### config.mk
export PLATFORM = sky130hd
export DESIGN_NAME = fcl_fuse_loader
export DESIGN_NICKNAME = d
export VERILOG_FILES = /design/src/fcl_pkg.sv /design/src/fcl_fuse_loader.sv /design/src/fcl_delay_timer.sv
export SDC_FILE = /design/constraint.sdc
export NUM_CORES = 1
export LEC_CHECK = 0
export BUFFER_PORTS_ARGS = -buffer_cell sky130_fd_sc_hd__buf_2
export CAP_MARGIN = 20
export CORE_ASPECT_RATIO = 2
export CORE_MARGIN = 1.5
export CORE_UTILIZATION = 43
export DETAILED_ROUTE_END_ITERATION = 10
export GPL_TIMING_DRIVEN = 0
export PLACE_DENSITY = 0.77
export SYNTH_ARGS = -nofsm -noshare
export SYNTH_HDL_FRONTEND = slang
export SYNTH_SLANG_ARGS = --single-unit
export TNS_END_PERCENT = 5
### constraint.sdc
create_clock -name clock -period 1.8 [get_ports clock]
set_input_delay 0.18 -clock clock [delete_from_list [all_inputs] [get_ports clock]]
set_output_delay 0.18 -clock clock [all_outputs]
set_load 0.05 [all_outputs]
### src/fcl_pkg.sv
package fcl_pkg;
	localparam logic [3:0] FCL_OFS_WATCHDOG = 4'h0;
	localparam logic [3:0] FCL_OFS_BROWNOUT = 4'h1;
	localparam logic [3:0] FCL_OFS_OSC = 4'h2;
	localparam logic [3:0] FCL_OFS_TMR = 4'h4;
	localparam logic [3:0] FCL_OFS_SYSA = 4'h5;
	localparam logic [3:0] FCL_OFS_SYSB = 4'h6;
	localparam logic [3:0] FCL_OFS_APP = 4'h7;
	localparam logic [3:0] FCL_OFS_BOOT = 4'h8;
	localparam logic [3:0] FCL_OFS_LOCK = 4'ha;
	// unused offsets, read back as zero
	localparam logic [3:0] FCL_OFS_SPARE_A = 4'h3;
	localparam logic [3:0] FCL_OFS_SPARE_B = 4'h9;
	localparam logic [3:0] FCL_NUM_FUSES = 4'hb;
	localparam logic [7:0] FCL_SYSA_RESET = 8'hc4;
	localparam logic [7:0] FCL_OPEN_CODE = 8'hc5;
	localparam logic [1:0] FCL_FREQ_16M = 2'h1;
	localparam logic [1:0] FCL_FREQ_20M = 2'h2;
	localparam logic [1:0] FCL_RSTPIN_RESERVED = 2'h3;
	localparam logic [1:0] FCL_SLEEP_RESERVED = 2'h3;
	localparam logic [1:0] FCL_CRC_NONE = 2'h3;
	localparam logic [2:0] FCL_DELAY_SEL_MAX = 3'h7;
	// start-up delay unit and cycles per millisecond at 125 MHz
	localparam int FCL_MS_UNIT = 1;
	localparam int FCL_CLK_MHZ = 125;
	localparam int FCL_CYC_PER_MS = FCL_MS_UNIT * FCL_CLK_MHZ * 1000;
	typedef struct packed {
		logic [3:0] window;
		logic [3:0] period;
	} fcl_watchdog_t;
	typedef struct packed {
		logic [2:0] level;
		logic sampleRate;
		logic [1:0] active;
		logic [1:0] sleep;
	} fcl_brownout_t;
	typedef struct packed {
		logic calLock;
		logic [1:0] osc_frequency_select;
		logic [7:0] factoryCal;
		logic [3:0] tempCal;
	} fcl_osc_t;
	typedef struct packed {
		logic [3:0] pinEnable;
		logic [3:0] defaultLevel;
	} fcl_tmr_t;
	typedef struct packed {
		logic [1:0] crcSource;
		logic [1:0] resetPinFunction;
		logic eepromKeepOnErase;
		logic [2:0] startupDelay;
		logic locked;
	} fcl_sys_t;
endpackage

### src/fcl_fuse_loader.sv
`timescale 1ns/1ns
module fcl_fuse_loader
	import fcl_pkg::*;
#(
	parameter int CYC_PER_MS = FCL_CYC_PER_MS
) (
	// clock and reset
	input wire logic clock,
	input wire logic sys_rst,
	input wire logic powerOnReset,
	// fuse array, read as bytes
	input wire logic [8*16-1:0] fuseBytes,
	input wire logic [7:0] cal16Factory,
	input wire logic [3:0] cal16Temp,
	input wire logic [7:0] cal20Factory,
	input wire logic [3:0] cal20Temp,
	// cpu fuse read port
	input wire logic [3:0] readAddr,
	output logic [7:0] readData,
	// targets
	output fcl_watchdog_t watchdogCfg,
	output fcl_brownout_t brownoutCfg,
	output fcl_osc_t oscillator_config_fuse,
	output fcl_tmr_t timerFaultCfg,
	output fcl_sys_t systemCfg,
	output logic loadStrobe,
	output logic loadIsPowerOn,
	output logic startupDone
);
	typedef enum logic [1:0] {FCL_IDLE, FCL_WAIT, FCL_LOAD, FCL_RUN} fcl_state_t;

	fcl_state_t state;
	fcl_state_t next_state;
	logic porSeen;
	logic next_porSeen;
	logic delayStart;
	logic delayDone;
	logic [7:0] fuseMem [16];
	fcl_watchdog_t next_watchdogCfg;
	fcl_brownout_t next_brownoutCfg;
	fcl_osc_t next_oscillator_config_fuse;
	fcl_tmr_t next_timerFaultCfg;
	fcl_sys_t next_systemCfg;
	logic next_loadStrobe;
	logic next_loadIsPowerOn;
	logic next_startupDone;
	logic [7:0] next_readData;

	genvar gi;
	generate
		for (gi = 0; gi < 16; gi++) begin : g_fuse
			assign fuseMem[gi] = fuseBytes[8*gi +: 8];
		end
	endgenerate

	fcl_delay_timer #(
		.CYC_PER_MS(CYC_PER_MS)
	) uDelay (
		.clock(clock),
		.sys_rst(sys_rst),
		.start(delayStart),
		.delaySel(fuseMem[FCL_OFS_SYSB][2:0]),
		.done(delayDone)
	);

	////////////////////////////////////////////////////////////////////////////////
	// sequencer: reset -> start-up delay -> load -> run

	always_comb begin
		next_state = state;
		next_porSeen = porSeen;
		delayStart = 1'b0;
		unique case (state)
			FCL_IDLE: begin
				delayStart = 1'b1;
				next_state = FCL_WAIT;
			end
			FCL_WAIT: begin
				if (delayDone) begin
					next_state = FCL_LOAD;
				end
			end
			FCL_LOAD: begin
				next_state = FCL_RUN;
				next_porSeen = 1'b0;
			end
			FCL_RUN: begin
			end
		endcase
	end

	always_ff @(posedge clock) begin
		if (sys_rst) begin
			state <= FCL_IDLE;
		end else begin
			state <= next_state;
		end
	end

	// power-on flag is captured while reset is asserted, held until load
	always_ff @(posedge clock) begin
		if (sys_rst) begin
			porSeen <= powerOnReset;
		end else begin
			porSeen <= next_porSeen;
		end
	end

	////////////////////////////////////////////////////////////////////////////////
	// target values; brown-out and timer fault settings survive non-power-on resets

	always_comb begin
		next_watchdogCfg = watchdogCfg;
		next_brownoutCfg = brownoutCfg;
		next_oscillator_config_fuse = oscillator_config_fuse;
		next_timerFaultCfg = timerFaultCfg;
		next_systemCfg = systemCfg;
		next_loadStrobe = 1'b0;
		next_loadIsPowerOn = loadIsPowerOn;
		next_startupDone = startupDone;
		if (state == FCL_LOAD) begin
			next_loadStrobe = 1'b1;
			next_loadIsPowerOn = porSeen;
			next_startupDone = 1'b1;
			next_watchdogCfg.window = fuseMem[FCL_OFS_WATCHDOG][7:4];
			next_watchdogCfg.period = fuseMem[FCL_OFS_WATCHDOG][3:0];
			if (porSeen) begin
				next_brownoutCfg = fcl_brownout_t'(fuseMem[FCL_OFS_BROWNOUT]);
				if (fuseMem[FCL_OFS_BROWNOUT][1:0] == FCL_SLEEP_RESERVED) begin
					next_brownoutCfg.sleep = 2'h0;
				end
				next_timerFaultCfg = fcl_tmr_t'(fuseMem[FCL_OFS_TMR]);
			end
			next_oscillator_config_fuse.calLock = fuseMem[FCL_OFS_OSC][7];
			next_oscillator_config_fuse.osc_frequency_select = fuseMem[FCL_OFS_OSC][1:0];
			if (fuseMem[FCL_OFS_OSC][1:0] == FCL_FREQ_16M) begin
				next_oscillator_config_fuse.factoryCal = cal16Factory;
				next_oscillator_config_fuse.tempCal = cal16Temp;
			end else begin
				next_oscillator_config_fuse.factoryCal = cal20Factory;
				next_oscillator_config_fuse.tempCal = cal20Temp;
			end
			next_systemCfg.crcSource = fuseMem[FCL_OFS_SYSA][7:6];
			next_systemCfg.resetPinFunction = fuseMem[FCL_OFS_SYSA][3:2];
			next_systemCfg.locked = (fuseMem[FCL_OFS_LOCK] != FCL_OPEN_CODE);
			next_systemCfg.eepromKeepOnErase = fuseMem[FCL_OFS_SYSA][0] &
				(fuseMem[FCL_OFS_LOCK] == FCL_OPEN_CODE);
			next_systemCfg.startupDelay = fuseMem[FCL_OFS_SYSB][2:0];
		end
	end

	always_comb begin
		next_readData = 8'h00;
		if (readAddr < FCL_NUM_FUSES && readAddr != FCL_OFS_SPARE_A && readAddr != FCL_OFS_SPARE_B) begin
			next_readData = fuseMem[readAddr];
		end
	end

	// brown-out and timer fault settings hold across ordinary resets; only a power-on clears them
	always_ff @(posedge clock) begin
		if (sys_rst && powerOnReset) begin
			brownoutCfg <= '0;
			timerFaultCfg <= '0;
		end else begin
			brownoutCfg <= next_brownoutCfg;
			timerFaultCfg <= next_timerFaultCfg;
		end
	end

	always_ff @(posedge clock) begin
		if (sys_rst) begin
			watchdogCfg <= '0;
			oscillator_config_fuse <= '0;
			systemCfg <= '0;
			systemCfg.crcSource <= FCL_CRC_NONE;
			systemCfg.resetPinFunction <= FCL_SYSA_RESET[3:2];
			loadStrobe <= 1'b0;
			loadIsPowerOn <= 1'b0;
			startupDone <= 1'b0;
			readData <= 8'h00;
		end else begin
			watchdogCfg <= next_watchdogCfg;
			oscillator_config_fuse <= next_oscillator_config_fuse;
			systemCfg <= next_systemCfg;
			loadStrobe <= next_loadStrobe;
			loadIsPowerOn <= next_loadIsPowerOn;
			startupDone <= next_startupDone;
			readData <= next_readData;
		end
	end

	////////////////////////////////////////////////////////////////////////////////
	// checks

	property p_watchdog_load;
		@(posedge clock) disable iff (sys_rst)
		state == FCL_LOAD |=> watchdogCfg == fuseMem[FCL_OFS_WATCHDOG];
	endproperty
	a_watchdog_load: assert property (p_watchdog_load) else $error("watchdog not loaded from fuse");

	property p_watchdog_period;
		@(posedge clock) disable iff (sys_rst)
		loadStrobe |-> watchdogCfg.period == fuseMem[FCL_OFS_WATCHDOG][3:0];
	endproperty
	a_watchdog_period: assert property (p_watchdog_period) else $error("period mismatch");

	property p_brownout_hold;
		@(posedge clock) disable iff (sys_rst)
		state == FCL_LOAD && !porSeen |=> $stable(brownoutCfg) && $stable(timerFaultCfg);
	endproperty
	a_brownout_hold: assert property (p_brownout_hold) else $error("config changed on warm reset");

	property p_brownout_level;
		@(posedge clock) disable iff (sys_rst)
		loadStrobe && loadIsPowerOn |-> brownoutCfg.level == fuseMem[FCL_OFS_BROWNOUT][7:5]
			&& brownoutCfg.sampleRate == fuseMem[FCL_OFS_BROWNOUT][4];
	endproperty
	a_brownout_level: assert property (p_brownout_level) else $error("brown-out level or rate wrong");

	property p_brownout_active;
		@(posedge clock) disable iff (sys_rst)
		loadStrobe && loadIsPowerOn |-> brownoutCfg.active == fuseMem[FCL_OFS_BROWNOUT][3:2];
	endproperty
	a_brownout_active: assert property (p_brownout_active) else $error("active mode wrong");

	property p_sleep_copy;
		@(posedge clock) disable iff (sys_rst)
		loadStrobe && loadIsPowerOn && fuseMem[FCL_OFS_BROWNOUT][1:0] != FCL_SLEEP_RESERVED
			|-> brownoutCfg.sleep == fuseMem[FCL_OFS_BROWNOUT][1:0];
	endproperty
	a_sleep_copy: assert property (p_sleep_copy) else $error("sleep mode wrong");

	property p_sleep_legal;
		@(posedge clock) disable iff (sys_rst)
		loadStrobe |-> brownoutCfg.sleep != FCL_SLEEP_RESERVED;
	endproperty
	a_sleep_legal: assert property (p_sleep_legal) else $error("reserved sleep code loaded");

	property p_osc_lock;
		@(posedge clock) disable iff (sys_rst)
		loadStrobe |-> oscillator_config_fuse.calLock == fuseMem[FCL_OFS_OSC][7]
			&& (oscillator_config_fuse.osc_frequency_select != FCL_FREQ_16M || oscillator_config_fuse.factoryCal == cal16Factory);
	endproperty
	a_osc_lock: assert property (p_osc_lock) else $error("oscillator config wrong");

	property p_tmr_load;
		@(posedge clock) disable iff (sys_rst)
		loadStrobe && loadIsPowerOn |-> timerFaultCfg == fuseMem[FCL_OFS_TMR];
	endproperty
	a_tmr_load: assert property (p_tmr_load) else $error("timer fault control wrong");

	property p_lock;
		@(posedge clock) disable iff (sys_rst)
		loadStrobe |-> systemCfg.locked == (fuseMem[FCL_OFS_LOCK] != FCL_OPEN_CODE)
			&& (!systemCfg.locked || !systemCfg.eepromKeepOnErase);
	endproperty
	a_lock: assert property (p_lock) else $error("lock or eeprom keep wrong");

	property p_load_once;
		@(posedge clock) disable iff (sys_rst)
		loadStrobe |=> !loadStrobe [*2];
	endproperty
	a_load_once: assert property (p_load_once) else $error("load repeated");

	property p_rate_copy;
		@(posedge clock) disable iff (sys_rst)
		loadStrobe && loadIsPowerOn |-> brownoutCfg.sampleRate == fuseMem[FCL_OFS_BROWNOUT][4];
	endproperty
	a_rate_copy: assert property (p_rate_copy) else $error("sample rate wrong");

	property p_osc_cal;
		@(posedge clock) disable iff (sys_rst)
		loadStrobe |-> oscillator_config_fuse.osc_frequency_select == fuseMem[FCL_OFS_OSC][1:0]
			&& {oscillator_config_fuse.factoryCal, oscillator_config_fuse.tempCal} == ((oscillator_config_fuse.osc_frequency_select == FCL_FREQ_16M) ?
			{cal16Factory, cal16Temp} : {cal20Factory, cal20Temp});
	endproperty
	a_osc_cal: assert property (p_osc_cal) else $error("oscillator calibration wrong");

	property p_timer_pins;
		@(posedge clock) disable iff (sys_rst)
		loadStrobe && loadIsPowerOn |-> timerFaultCfg.pinEnable == fuseMem[FCL_OFS_TMR][7:4];
	endproperty
	a_timer_pins: assert property (p_timer_pins) else $error("compare pin enables wrong");

	property p_timer_levels;
		@(posedge clock) disable iff (sys_rst)
		loadStrobe && loadIsPowerOn |-> timerFaultCfg.defaultLevel == fuseMem[FCL_OFS_TMR][3:0];
	endproperty
	a_timer_levels: assert property (p_timer_levels) else $error("compare default levels wrong");

	property p_timer_hold;
		@(posedge clock) disable iff (sys_rst)
		loadStrobe && !loadIsPowerOn |-> $stable(timerFaultCfg);
	endproperty
	a_timer_hold: assert property (p_timer_hold) else $error("timer settings changed on warm load");

	property p_crc_source;
		@(posedge clock) disable iff (sys_rst)
		loadStrobe |-> systemCfg.crcSource == fuseMem[FCL_OFS_SYSA][7:6];
	endproperty
	a_crc_source: assert property (p_crc_source) else $error("crc source wrong");

	property p_reset_pin;
		@(posedge clock) disable iff (sys_rst)
		loadStrobe |-> systemCfg.resetPinFunction == fuseMem[FCL_OFS_SYSA][3:2];
	endproperty
	a_reset_pin: assert property (p_reset_pin) else $error("reset pin function wrong");

	property p_eeprom_keep;
		@(posedge clock) disable iff (sys_rst)
		loadStrobe |-> systemCfg.eepromKeepOnErase ==
			(fuseMem[FCL_OFS_SYSA][0] && fuseMem[FCL_OFS_LOCK] == FCL_OPEN_CODE);
	endproperty
	a_eeprom_keep: assert property (p_eeprom_keep) else $error("eeprom keep wrong");

	property p_startup_delay;
		@(posedge clock) disable iff (sys_rst)
		loadStrobe |-> systemCfg.startupDelay == fuseMem[FCL_OFS_SYSB][2:0];
	endproperty
	a_startup_delay: assert property (p_startup_delay) else $error("start-up delay wrong");

	property p_power_on_flag;
		@(posedge clock) disable iff (sys_rst)
		loadStrobe |-> loadIsPowerOn == $past(porSeen);
	endproperty
	a_power_on_flag: assert property (p_power_on_flag) else $error("power-on flag wrong");

	property p_startup_done;
		@(posedge clock) disable iff (sys_rst)
		loadStrobe |-> startupDone;
	endproperty
	a_startup_done: assert property (p_startup_done) else $error("start-up not marked done");
endmodule

### src/fcl_delay_timer.sv
`timescale 1ns/1ns
module fcl_delay_timer
	import fcl_pkg::*;
#(
	parameter int CYC_PER_MS = FCL_CYC_PER_MS
) (
	// clock and reset
	input wire logic clock,
	input wire logic sys_rst,
	// control
	input wire logic start,
	input wire logic [2:0] delaySel,
	// status
	output logic done
);
	logic [6:0] msLeft;
	logic [6:0] next_msLeft;
	logic [23:0] cyc;
	logic [23:0] next_cyc;
	logic running;
	logic next_running;
	logic next_done;
	logic msTick;

	assign msTick = (cyc == 24'(CYC_PER_MS - 1));

	always_comb begin
		next_msLeft = msLeft;
		next_cyc = cyc;
		next_running = running;
		next_done = 1'b0;
		if (start) begin
			next_msLeft = (delaySel == 3'h0) ? 7'h00 : 7'(7'h01 << (delaySel - 3'h1));
			next_cyc = 24'h000000;
			next_running = 1'b1;
		end else if (running) begin
			if (msLeft == 7'h00) begin
				next_running = 1'b0;
				next_done = 1'b1;
			end else if (msTick) begin
				next_cyc = 24'h000000;
				next_msLeft = msLeft - 7'h01;
			end else begin
				next_cyc = cyc + 24'h000001;
			end
		end
	end

	always_ff @(posedge clock) begin
		if (sys_rst) begin
			msLeft <= 7'h00;
			cyc <= 24'h000000;
			running <= 1'b0;
			done <= 1'b0;
		end else begin
			msLeft <= next_msLeft;
			cyc <= next_cyc;
			running <= next_running;
			done <= next_done;
		end
	end

	property p_delay_len;
		@(posedge clock) disable iff (sys_rst)
		start && delaySel == 3'h0 |-> ##2 done;
	endproperty
	a_delay_len: assert property (p_delay_len) else $error("zero delay did not finish in two cycles");
endmodule

; ---- Word level (Yosys, flattened, before mapping)
; Cells that the tools add are included.
[totals]
ff_bits = 95
input_bits = 159
out_inout_bits = 59
wordCells = 87
[op_classes]
add_sub_neg = 3
n_lt_le_gt_ge = 2
eq_ne = 11
shift = 1
muxes = 21
bitwise_logic = 5
n_reduce_logical = 17
[op_table]
columns = cell, count
row1 = 7-bit 2-to-1 mux, 5
row2 = 8-bit binary-select mux with 4-bit select, 1
row3 = "24-bit by 1-bit adder with 24-bit output, second input constant", 1
row4 = "24-bit by 17-bit equality test with 1-bit output, second input constant", 1
row5 = 24-bit 2-to-1 mux, 1
row6 = 8-bit 2-to-1 mux, 2
row7 = 12-bit 2-to-1 mux, 1
row8 = "8-bit equality test, second input constant", 1
row9 = 1-bit 2-to-1 mux, 8
row10 = "8-bit != test, second input constant", 1
row11 = 7-bit zero test, 1
row12 = "1-bit by 3-bit left shift with 7-bit output, first input constant", 1
row13 = "7-bit by 1-bit subtractor with 7-bit output, second input constant", 1
row14 = 2-bit case mux with 3 select lines, 1
row15 = 2-bit AND reduction, 3
row16 = 2-bit nonzero test, 3
row17 = "5-bit greater-or-equal comparator, second input constant", 1
row18 = 4-bit inverter with 5-bit output, 1
row19 = "2-bit by 1-bit equality test with 1-bit output, second input constant", 2
row20 = "2-bit equality test, second input constant", 2
row21 = "4-bit < comparator, second input constant", 1
row22 = 2-bit 2-to-1 mux, 2
row23 = "4-bit by 2-bit != test with 1-bit output, second input constant", 1
row24 = "4-bit != test, second input constant", 1
row25 = 12 further kinds, 17

; ---- Longest topological paths before layout
; Gate-level depths: netlist of the first run.
[logic_depth]
word_depth = 5
ltp_mapped = 9
ltp_nobuf = 7

; ---- By module
; Synthesis of the first run repeated with hierarchy kept, for this count alone.
[unflattened]
cells_unflattened = 511
hier_area_um2 = 4695.8
[modules_own_cells]
columns = module, instances, cells_each, area_each_um2, seq_area_each_um2
row1 = fcl_fuse_loader, 1, 305, 2880.3, 1251.2
row2 = fcl_delay_timer, 1, 206, 1815.5, 660.6

; ---- Least setup slack after synthesis of the first run
; No wires, ideal clock.
[synth_timing]
path_type = flip-flop to flip-flop
start = reg uDelay.msLeft[0]
end = reg uDelay.cyc[23]
setup_ns = 0.066
t_arrival_ns = 1.833
required_ns = 1.734
setup_slack_ns = -0.100
path_stages_with_launch = 8
path_buffers = 0
synth_period_minus_slack_ns = 1.900
path_cell_list = dfxtp_1 inv_1 ha_1 or2b_2 o21ai_4 or4_1 or3_1 a21oi_2
[synth_via]
elab_chain_cells = 3
[synth_rtl]
columns = item, line
row1 = start: declaration, fcl_delay_timer.sv:16  ; logic [6:0] msLeft;
row2 = start signal: assignment, fcl_delay_timer.sv:56  ; msLeft <= next_msLeft;
row3 = 7-bit zero test, fcl_delay_timer.sv:37  ; if (msLeft == 7'h00) begin
row4 = 1-bit inverter (no source line), -
row5 = 2-bit AND reduction (no source line), -
row6 = end signal: assignment, fcl_delay_timer.sv:57  ; cyc <= next_cyc;
row7 = end: declaration, fcl_delay_timer.sv:18  ; logic [23:0] cyc;
; Every way passes these cells.
; A chain may end at the register's enable or synchronous reset.

; ---- Worst setup path in the final report of the first run
[layout_timing]
start = reg uDelay.cyc[1]
end = reg uDelay.msLeft[3]
[layout_via]
elab_chain_cells = 3
[layout_rtl]
columns = item, line
row1 = 24-bit by 17-bit equality test with 1-bit output, fcl_delay_timer.sv:25  ; assign msTick = (cyc == 24'(CYC_PER_MS - 1));
row2 = 2-bit nonzero test (no source line), -
row3 = 3-bit AND reduction (no source line), -
; Every way passes these cells.

==> results of run 1 <==
## power by group
group          switching (mW)  internal (mW)  leakage [nW]
clock                   0.913           1.01         0.145
sequential              0.215           2.43         0.779
combinational            2.13           1.10          1.75
## worst min-delay path by stage
stage                        startpoint      endpoint  slack (ns)  depth (start not counted)
after global placement    fuseBytes[42]  systemCfg[5]        0.41                          2
after CTS                 fuseBytes[42]  systemCfg[5]        0.06                          2
final                     fuseBytes[42]  systemCfg[5]        0.06                          2
after detailed placement  fuseBytes[42]  systemCfg[5]        0.42                          2
after floorplan           fuseBytes[42]  systemCfg[5]        0.30                          1
after global routing      fuseBytes[42]  systemCfg[5]        0.08                          2
## synth_stat cells, drive strengths merged, types with 4 or more instances
cell    count
clkbuf     14
nand3b      4
nor3       10
mux4       24
o21ai      12
or2         5
or3         6
nand4       9
nand3      13
o22ai      11
ha          7
and2        4
nor2       53
mux2i      36
nor4       16
dfxtp      94
a211oi     15
buf        16
a21oi      29
xnor2      15
nor2b       5
inv        22
nand2      52
## layer usage
layer / track usage (%) / share of wire [%] / vias up
met5: 0 / 0 / -
met4: 18.4 / 6.1 / 0
met3: 4.67 / 6.1 / 73
met2: 48.7 / 53 / 256
met1: 27.7 / 35 / 2298
li1: - / - / 2242
## registers in the layout, summed over array words and instances (netlist names)
register and cells:
readData 8, startupDone 1, systemCfg 9, brownoutCfg 8, uDelay.msLeft 7, oscillator_config_fuse 15
uDelay.done 1, state 2, uDelay.running 1, watchdogCfg 8, porSeen 1, timerFaultCfg 8
loadStrobe 1, loadIsPowerOn 1, uDelay.cyc 24
## logic make-up after synthesis
logic type,after synthesis
adders and majority gates,7
xor gates and xnor gates,16
buffers and inverters,52
DFF,95
muxes,60
and+or+nand+nor,193
AOI/OAI and AO/OA,83
## through the flow
step / cells / hold slack, ns
global placement: 827 / 0.413
CTS: 853 / 0.0591
global route: 856 / 0.0752
finish: 856 / 0.0611
detailed placement: 827 / 0.417
floorplan: 506 / 0.302
## final cells by class
class / instances / share of cell area (%)
Buffer: 30 / 2.58
Clock buffer: 10 / 3.71
Clock inverter: 6 / 0.912
Inverter: 22 / 1.28
Multi-Input combinational cell: 359 / 43.2
Sequential cell: 95 / 29.9
Tap cell: 140 / 2.72
Timing Repair Buffer: 194 / 15.6
## what timing repair did
item | 4_1_cts | 5_1_grt
resized for setup | 35 | 10
setup endpoints to repair | 69 | 59
cloned | 0 | 0
pin swaps | 8 | 12
buffers inserted | 10 | 3
==> reports/metrics.csv, run 1 <==
metric,value,unit
io_buffers,181,
synth_top_area_cell,dfxtp_1,
min_period,1.93,ns
start_kind,register,
drv_slew,0,
cts_tree,done,
die_h,152,microns
synthXorXnorAreaFrac,2.92,%
num_io_pins,218,
cts_sinks,95,
crit_path_end,uDelay.msLeft[3],
postSynth.asyncResetShare,0,%
synth_top_family_by_area,simple AND/OR/NAND/NOR gates,
power_density,1210,nW/um^2
worstSetupPathDepth,7,
setup_viol,27,
avgViaCountPerCell,5.69,
synthesis.nets,672,
clk_latency,0.35,ns
p_total,7.80,mW
area_delta_synth_final,34.5,%
final_cell_area,6450,sq um
synth_edf_count,1,
hold_class,in -> reg,
synthSimpleGateAreaFrac,20.6,%
crit_buf_inv,1,
ys_dominant_reg_cell,dfxtp_1,
synth-seq-area-share,39.9,%
dp_hpwl,12400,microns
max-vdd-ir-drop,1010,uV
worstMarginPinSlew,0.822,ns
slew_headroom,44.7,%
reg2reg_slack,-0.13,ns
diodes,0,
fin_worst_skew,0.00965,ns
finalNetCount,877,
reg2reg_depth,7,
coreArea,10900,sq um
critPathRequiredTime,2.04,ns
place_congestion,0.976,
crit_start,uDelay.cyc[1],
numCtsBuffers,9,
p_leak,2.67,nW
path_class,reg -> reg,
critPathSlowestCell,dfxtp_4,
r2r_start,uDelay.cyc[1],
fin_tns_setup,-1.72,ns
cp-end-kind,register,
htree_levels,3,
synth_top_cell_area_share,39.3,%
ff_latch_area,1930,sq um
dieArea,11800,sq um
drt-initial-drc-count,268,
dp_slack,-0.348,ns
dpl_cell_area,5890,sq um
crit_path_max_incr_delay,0.37,ns
syn_area,4790,sq um
post_drt_wl_per_cell,18.8,microns
path_cells,ha_4 -> nor4bb_4 -> buf_4 -> nand3_2 -> nor3_4 -> nand4_1 -> and3b_1,
avgSynthCellArea,9.47,sq um
die_w,77.7,microns
layout_commonest_cell,buf_2,
maxCapViolations,0,
grt_overflow,0,
synthAdderAreaFrac,1.83,%
outcome,"complete, but fails checks",
path_delay_family,simple AND/OR/NAND/NOR gates,
setup_slack,-0.125,ns
cts_hold_buf,0,
nFillCells,874,
ys_types,59,
vias,4869,
multi_input_area,2790,sq um
r2r-end,uDelay.msLeft[3],
grt_pass1_vias,5089,
cts_buffer_depth,2,
final_cell_mix,"buf_2, dfxtp_1, nor2_1",
fmax,0.519,GHz
root_buffer,clkbuf_16,
synth-compound-area-share,11.3,%
dr.pass1.iters,5,
layout-drive-gt1-share,41.5,%
antenna_found_initial,0,
final_core_util,59.3,%
finalHoldViolCount,0,
violations,negative setup slack,
post-route-period-util,107,%
row_count,54,
rsz0062_at_grt,true,
antenna_left,0,
drc,0,
grt_pass1_wl,25200,microns
grt_max_degree,19,
ys_seq_elements,95,
synthTopCellsByArea,"dfxtp_1, mux4_2, mux2i_1",
ys_warn_count,0,
muxShareOfSynthArea,18.8,%
routed_wl,16100,microns
crit_arrival,2.16,ns
crit_fanout,6,
synth_cells,506,
clk_pin_slew_worst_paths,0.07,ns
grt_usage,27.1,%
start_util,44.1,%
No activity file was read; power rests on OpenSTA's default activity.
==> inputs of run 2 (changes only) <==
--- a/config.mk
+++ b/config.mk
@@ -13,7 +13,7 @@
 export DETAILED_ROUTE_END_ITERATION = 10
 export GPL_TIMING_DRIVEN = 0
 export PLACE_DENSITY = 0.77
+export RECOVER_POWER = 50
 export SYNTH_ARGS = -nofsm -noshare
 export SYNTH_HDL_FRONTEND = slang
 export SYNTH_SLANG_ARGS = --single-unit
-export TNS_END_PERCENT = 5
==> run 2 against run 1 <==
Against the previous run: clock-buffer cell count down 1; flip-flop and latch count stayed put; the run still ends with negative setup slack left; fmax decreased by 0.12%; hold slack gained 0.0040 ns; power up 3.1%; cell count up 0.93%; clock power increased by 7%; global-route usage up 0.11 points.
==> reports/metrics.csv, run 2 (synthesis gave the netlist of run 1 again) <==
metric,value,unit
vias,4965,
r2r_start,uDelay.msLeft[3],
drv_slew,0,
nFillCells,909,
die_w,77.7,microns
cts_buffer_depth,2,
maxCapViolations,0,
row_count,54,
largest_reg_flops,24,
layout-drive-gt1-share,35.7,%
hold_class,in -> reg,
crit_path_end,uDelay.cyc[22],
met3_usage,5.51,%
final_cell_area,6570,sq um
root_buffer,clkbuf_16,
cp-end-kind,register,
violations,negative setup slack,
htree_levels,3,
use_met1,26.8,%
routed_wl,17100,microns
dieArea,11800,sq um
largest-register,uDelay.cyc,
clk_pin_slew_worst_paths,0.07,ns
start_kind,register,
setup_slack,-0.127,ns
num_io_pins,218,
crit_buf_inv,2,
grt_pass1_vias,5024,
fin_worst_skew,0.0100,ns
min_period,1.93,ns
grt_overflow,0,
path_class,reg -> reg,
layout_commonest_cell,buf_2,
use_met2,50.0,%
grt_pass1_wl,25000,microns
coreArea,10900,sq um
dpl_cell_area,5900,sq um
r2r-end,uDelay.cyc[22],
dr.pass1.iters,5,
cts_sinks,95,
crit_start,uDelay.msLeft[3],
drt-initial-drc-count,321,
dp_hpwl,12600,microns
outcome,"complete, but fails checks",
reg2reg_depth,7,
antenna_left,0,
max-vdd-ir-drop,906,uV
crit_path_max_incr_delay,0.55,ns
cts_tree,done,
grt_usage,27.2,%
post_drt_wl_per_cell,19.8,microns
numCtsBuffers,9,
clk_latency,0.35,ns
dp_slack,-0.357,ns
worstSetupPathDepth,7,
slew_headroom,52.2,%
finalNetCount,883,
worstMarginPinSlew,0.717,ns
area_delta_synth_final,37.0,%
rsz0062_at_grt,true,
setup_viol,27,
drc,0,
path_cells,or4_4 -> o21ai_4 -> buf_6 -> clkbuf_16 -> nor4_1 -> xnor2_1 -> nor2_1,
critPathRequiredTime,2.03,ns
fmax,0.519,GHz
critPathSlowestCell,or4_4,
place_congestion,0.985,
final_cell_mix,"buf_2, dfxtp_1, clkbuf_1",
crit_arrival,2.16,ns
reg2reg_slack,-0.13,ns
avgViaCountPerCell,5.75,
crit_fanout,6,
post-route-period-util,107,%
p_leak,2.51,nW
top_regs,"uDelay.cyc (24), oscillator_config_fuse (15), systemCfg (9)",
antenna_found_initial,2,
finalHoldViolCount,0,
grt-busiest-layer,met2,
grt_max_degree,20,
power_density,1220,nW/um^2
start_util,44.1,%
io_buffers,181,
die_h,152,microns
path_delay_family,simple AND/OR/NAND/NOR gates,
cts_hold_buf,0,
-- run 2: cell type report --
| type | instances | area, sq um | area share [%] |
|---|---|---|---|
| multi-input combinational | 359 | 2850 | 43.4 |
| sequential | 95 | 1930 | 29.4 |
| timing repair buffer | 202 | 1040 | 15.9 |
| clock buffer | 9 | 225 | 3.43 |
| tap | 140 | 175 | 2.67 |
| buffer | 28 | 158 | 2.40 |
| clock inverter | 7 | 97.6 | 1.49 |
| inverter | 22 | 82.6 | 1.26 |
| antenna | 2 | 5.00 | 0.0762 |
-- run 2: worst min-delay path by stage --
| stage | from | endpoint | cells after the start |
|---|---|---|---|
| final | fuseBytes[42] | systemCfg[5] | 2 |
| after global routing | fuseBytes[42] | systemCfg[5] | 2 |
| after CTS | fuseBytes[42] | systemCfg[5] | 2 |
| after detailed placement | fuseBytes[42] | systemCfg[5] | 2 |
| after global placement | fuseBytes[42] | systemCfg[5] | 2 |
| after floorplan | fuseBytes[42] | systemCfg[5] | 1 |
-- run 2: per-stage QoR --
stage                     instances  util [%]  hold slack (ns)  power [mW]  setup TNS (ns)
final                           864      60.4           0.0651        8.04           -1.93
after global routing            864      60.4           0.0662        8.37           -4.51
after CTS                       858      59.5           0.0554        7.88          -0.627
after detailed placement        827      54.2            0.416        5.70          -12.06
after global placement          827      54.2            0.413        5.62           -7.81
after floorplan                 506         -            0.302        4.88         -0.0487
-- run 2: report_power, final --
group          total [mW]  switching [mW]  internal, mW
Combinational        3.32            2.21          1.12
Clock                2.05           0.929          1.12
Sequential           2.67           0.234          2.43
Total                8.04            3.37          4.67
-- run 2: routing by layer --
| layer | vias up | wire length, microns |
|---|---|---|
| met5 | - | 0 |
| met3 | 74 | 1050 |
| met4 | 0 | 969 |
| li1 | 2254 | - |
| met2 | 272 | 9190 |
| met1 | 2365 | 5890 |
-- run 2: repair_timing --
action / CTS / global route
gates resized for setup: 34 / 31
pin swaps: 21 / 19
buffers inserted: 15 / 4
hold endpoints to repair: 0 / 0
cloned: 1 / 1
endpoints found under the setup margin: 70 / 65
-- run 2: worst reg2reg max path, cell delays in order, from the launching register on --
cell,delay (ns)
dfxtp_2,0.36
or4_4,0.55
o21ai_4,0.23
buf_6,0.19
clkbuf_16,0.16
nor4_1,0.06
xnor2_1,0.20
nor2_1,0.07
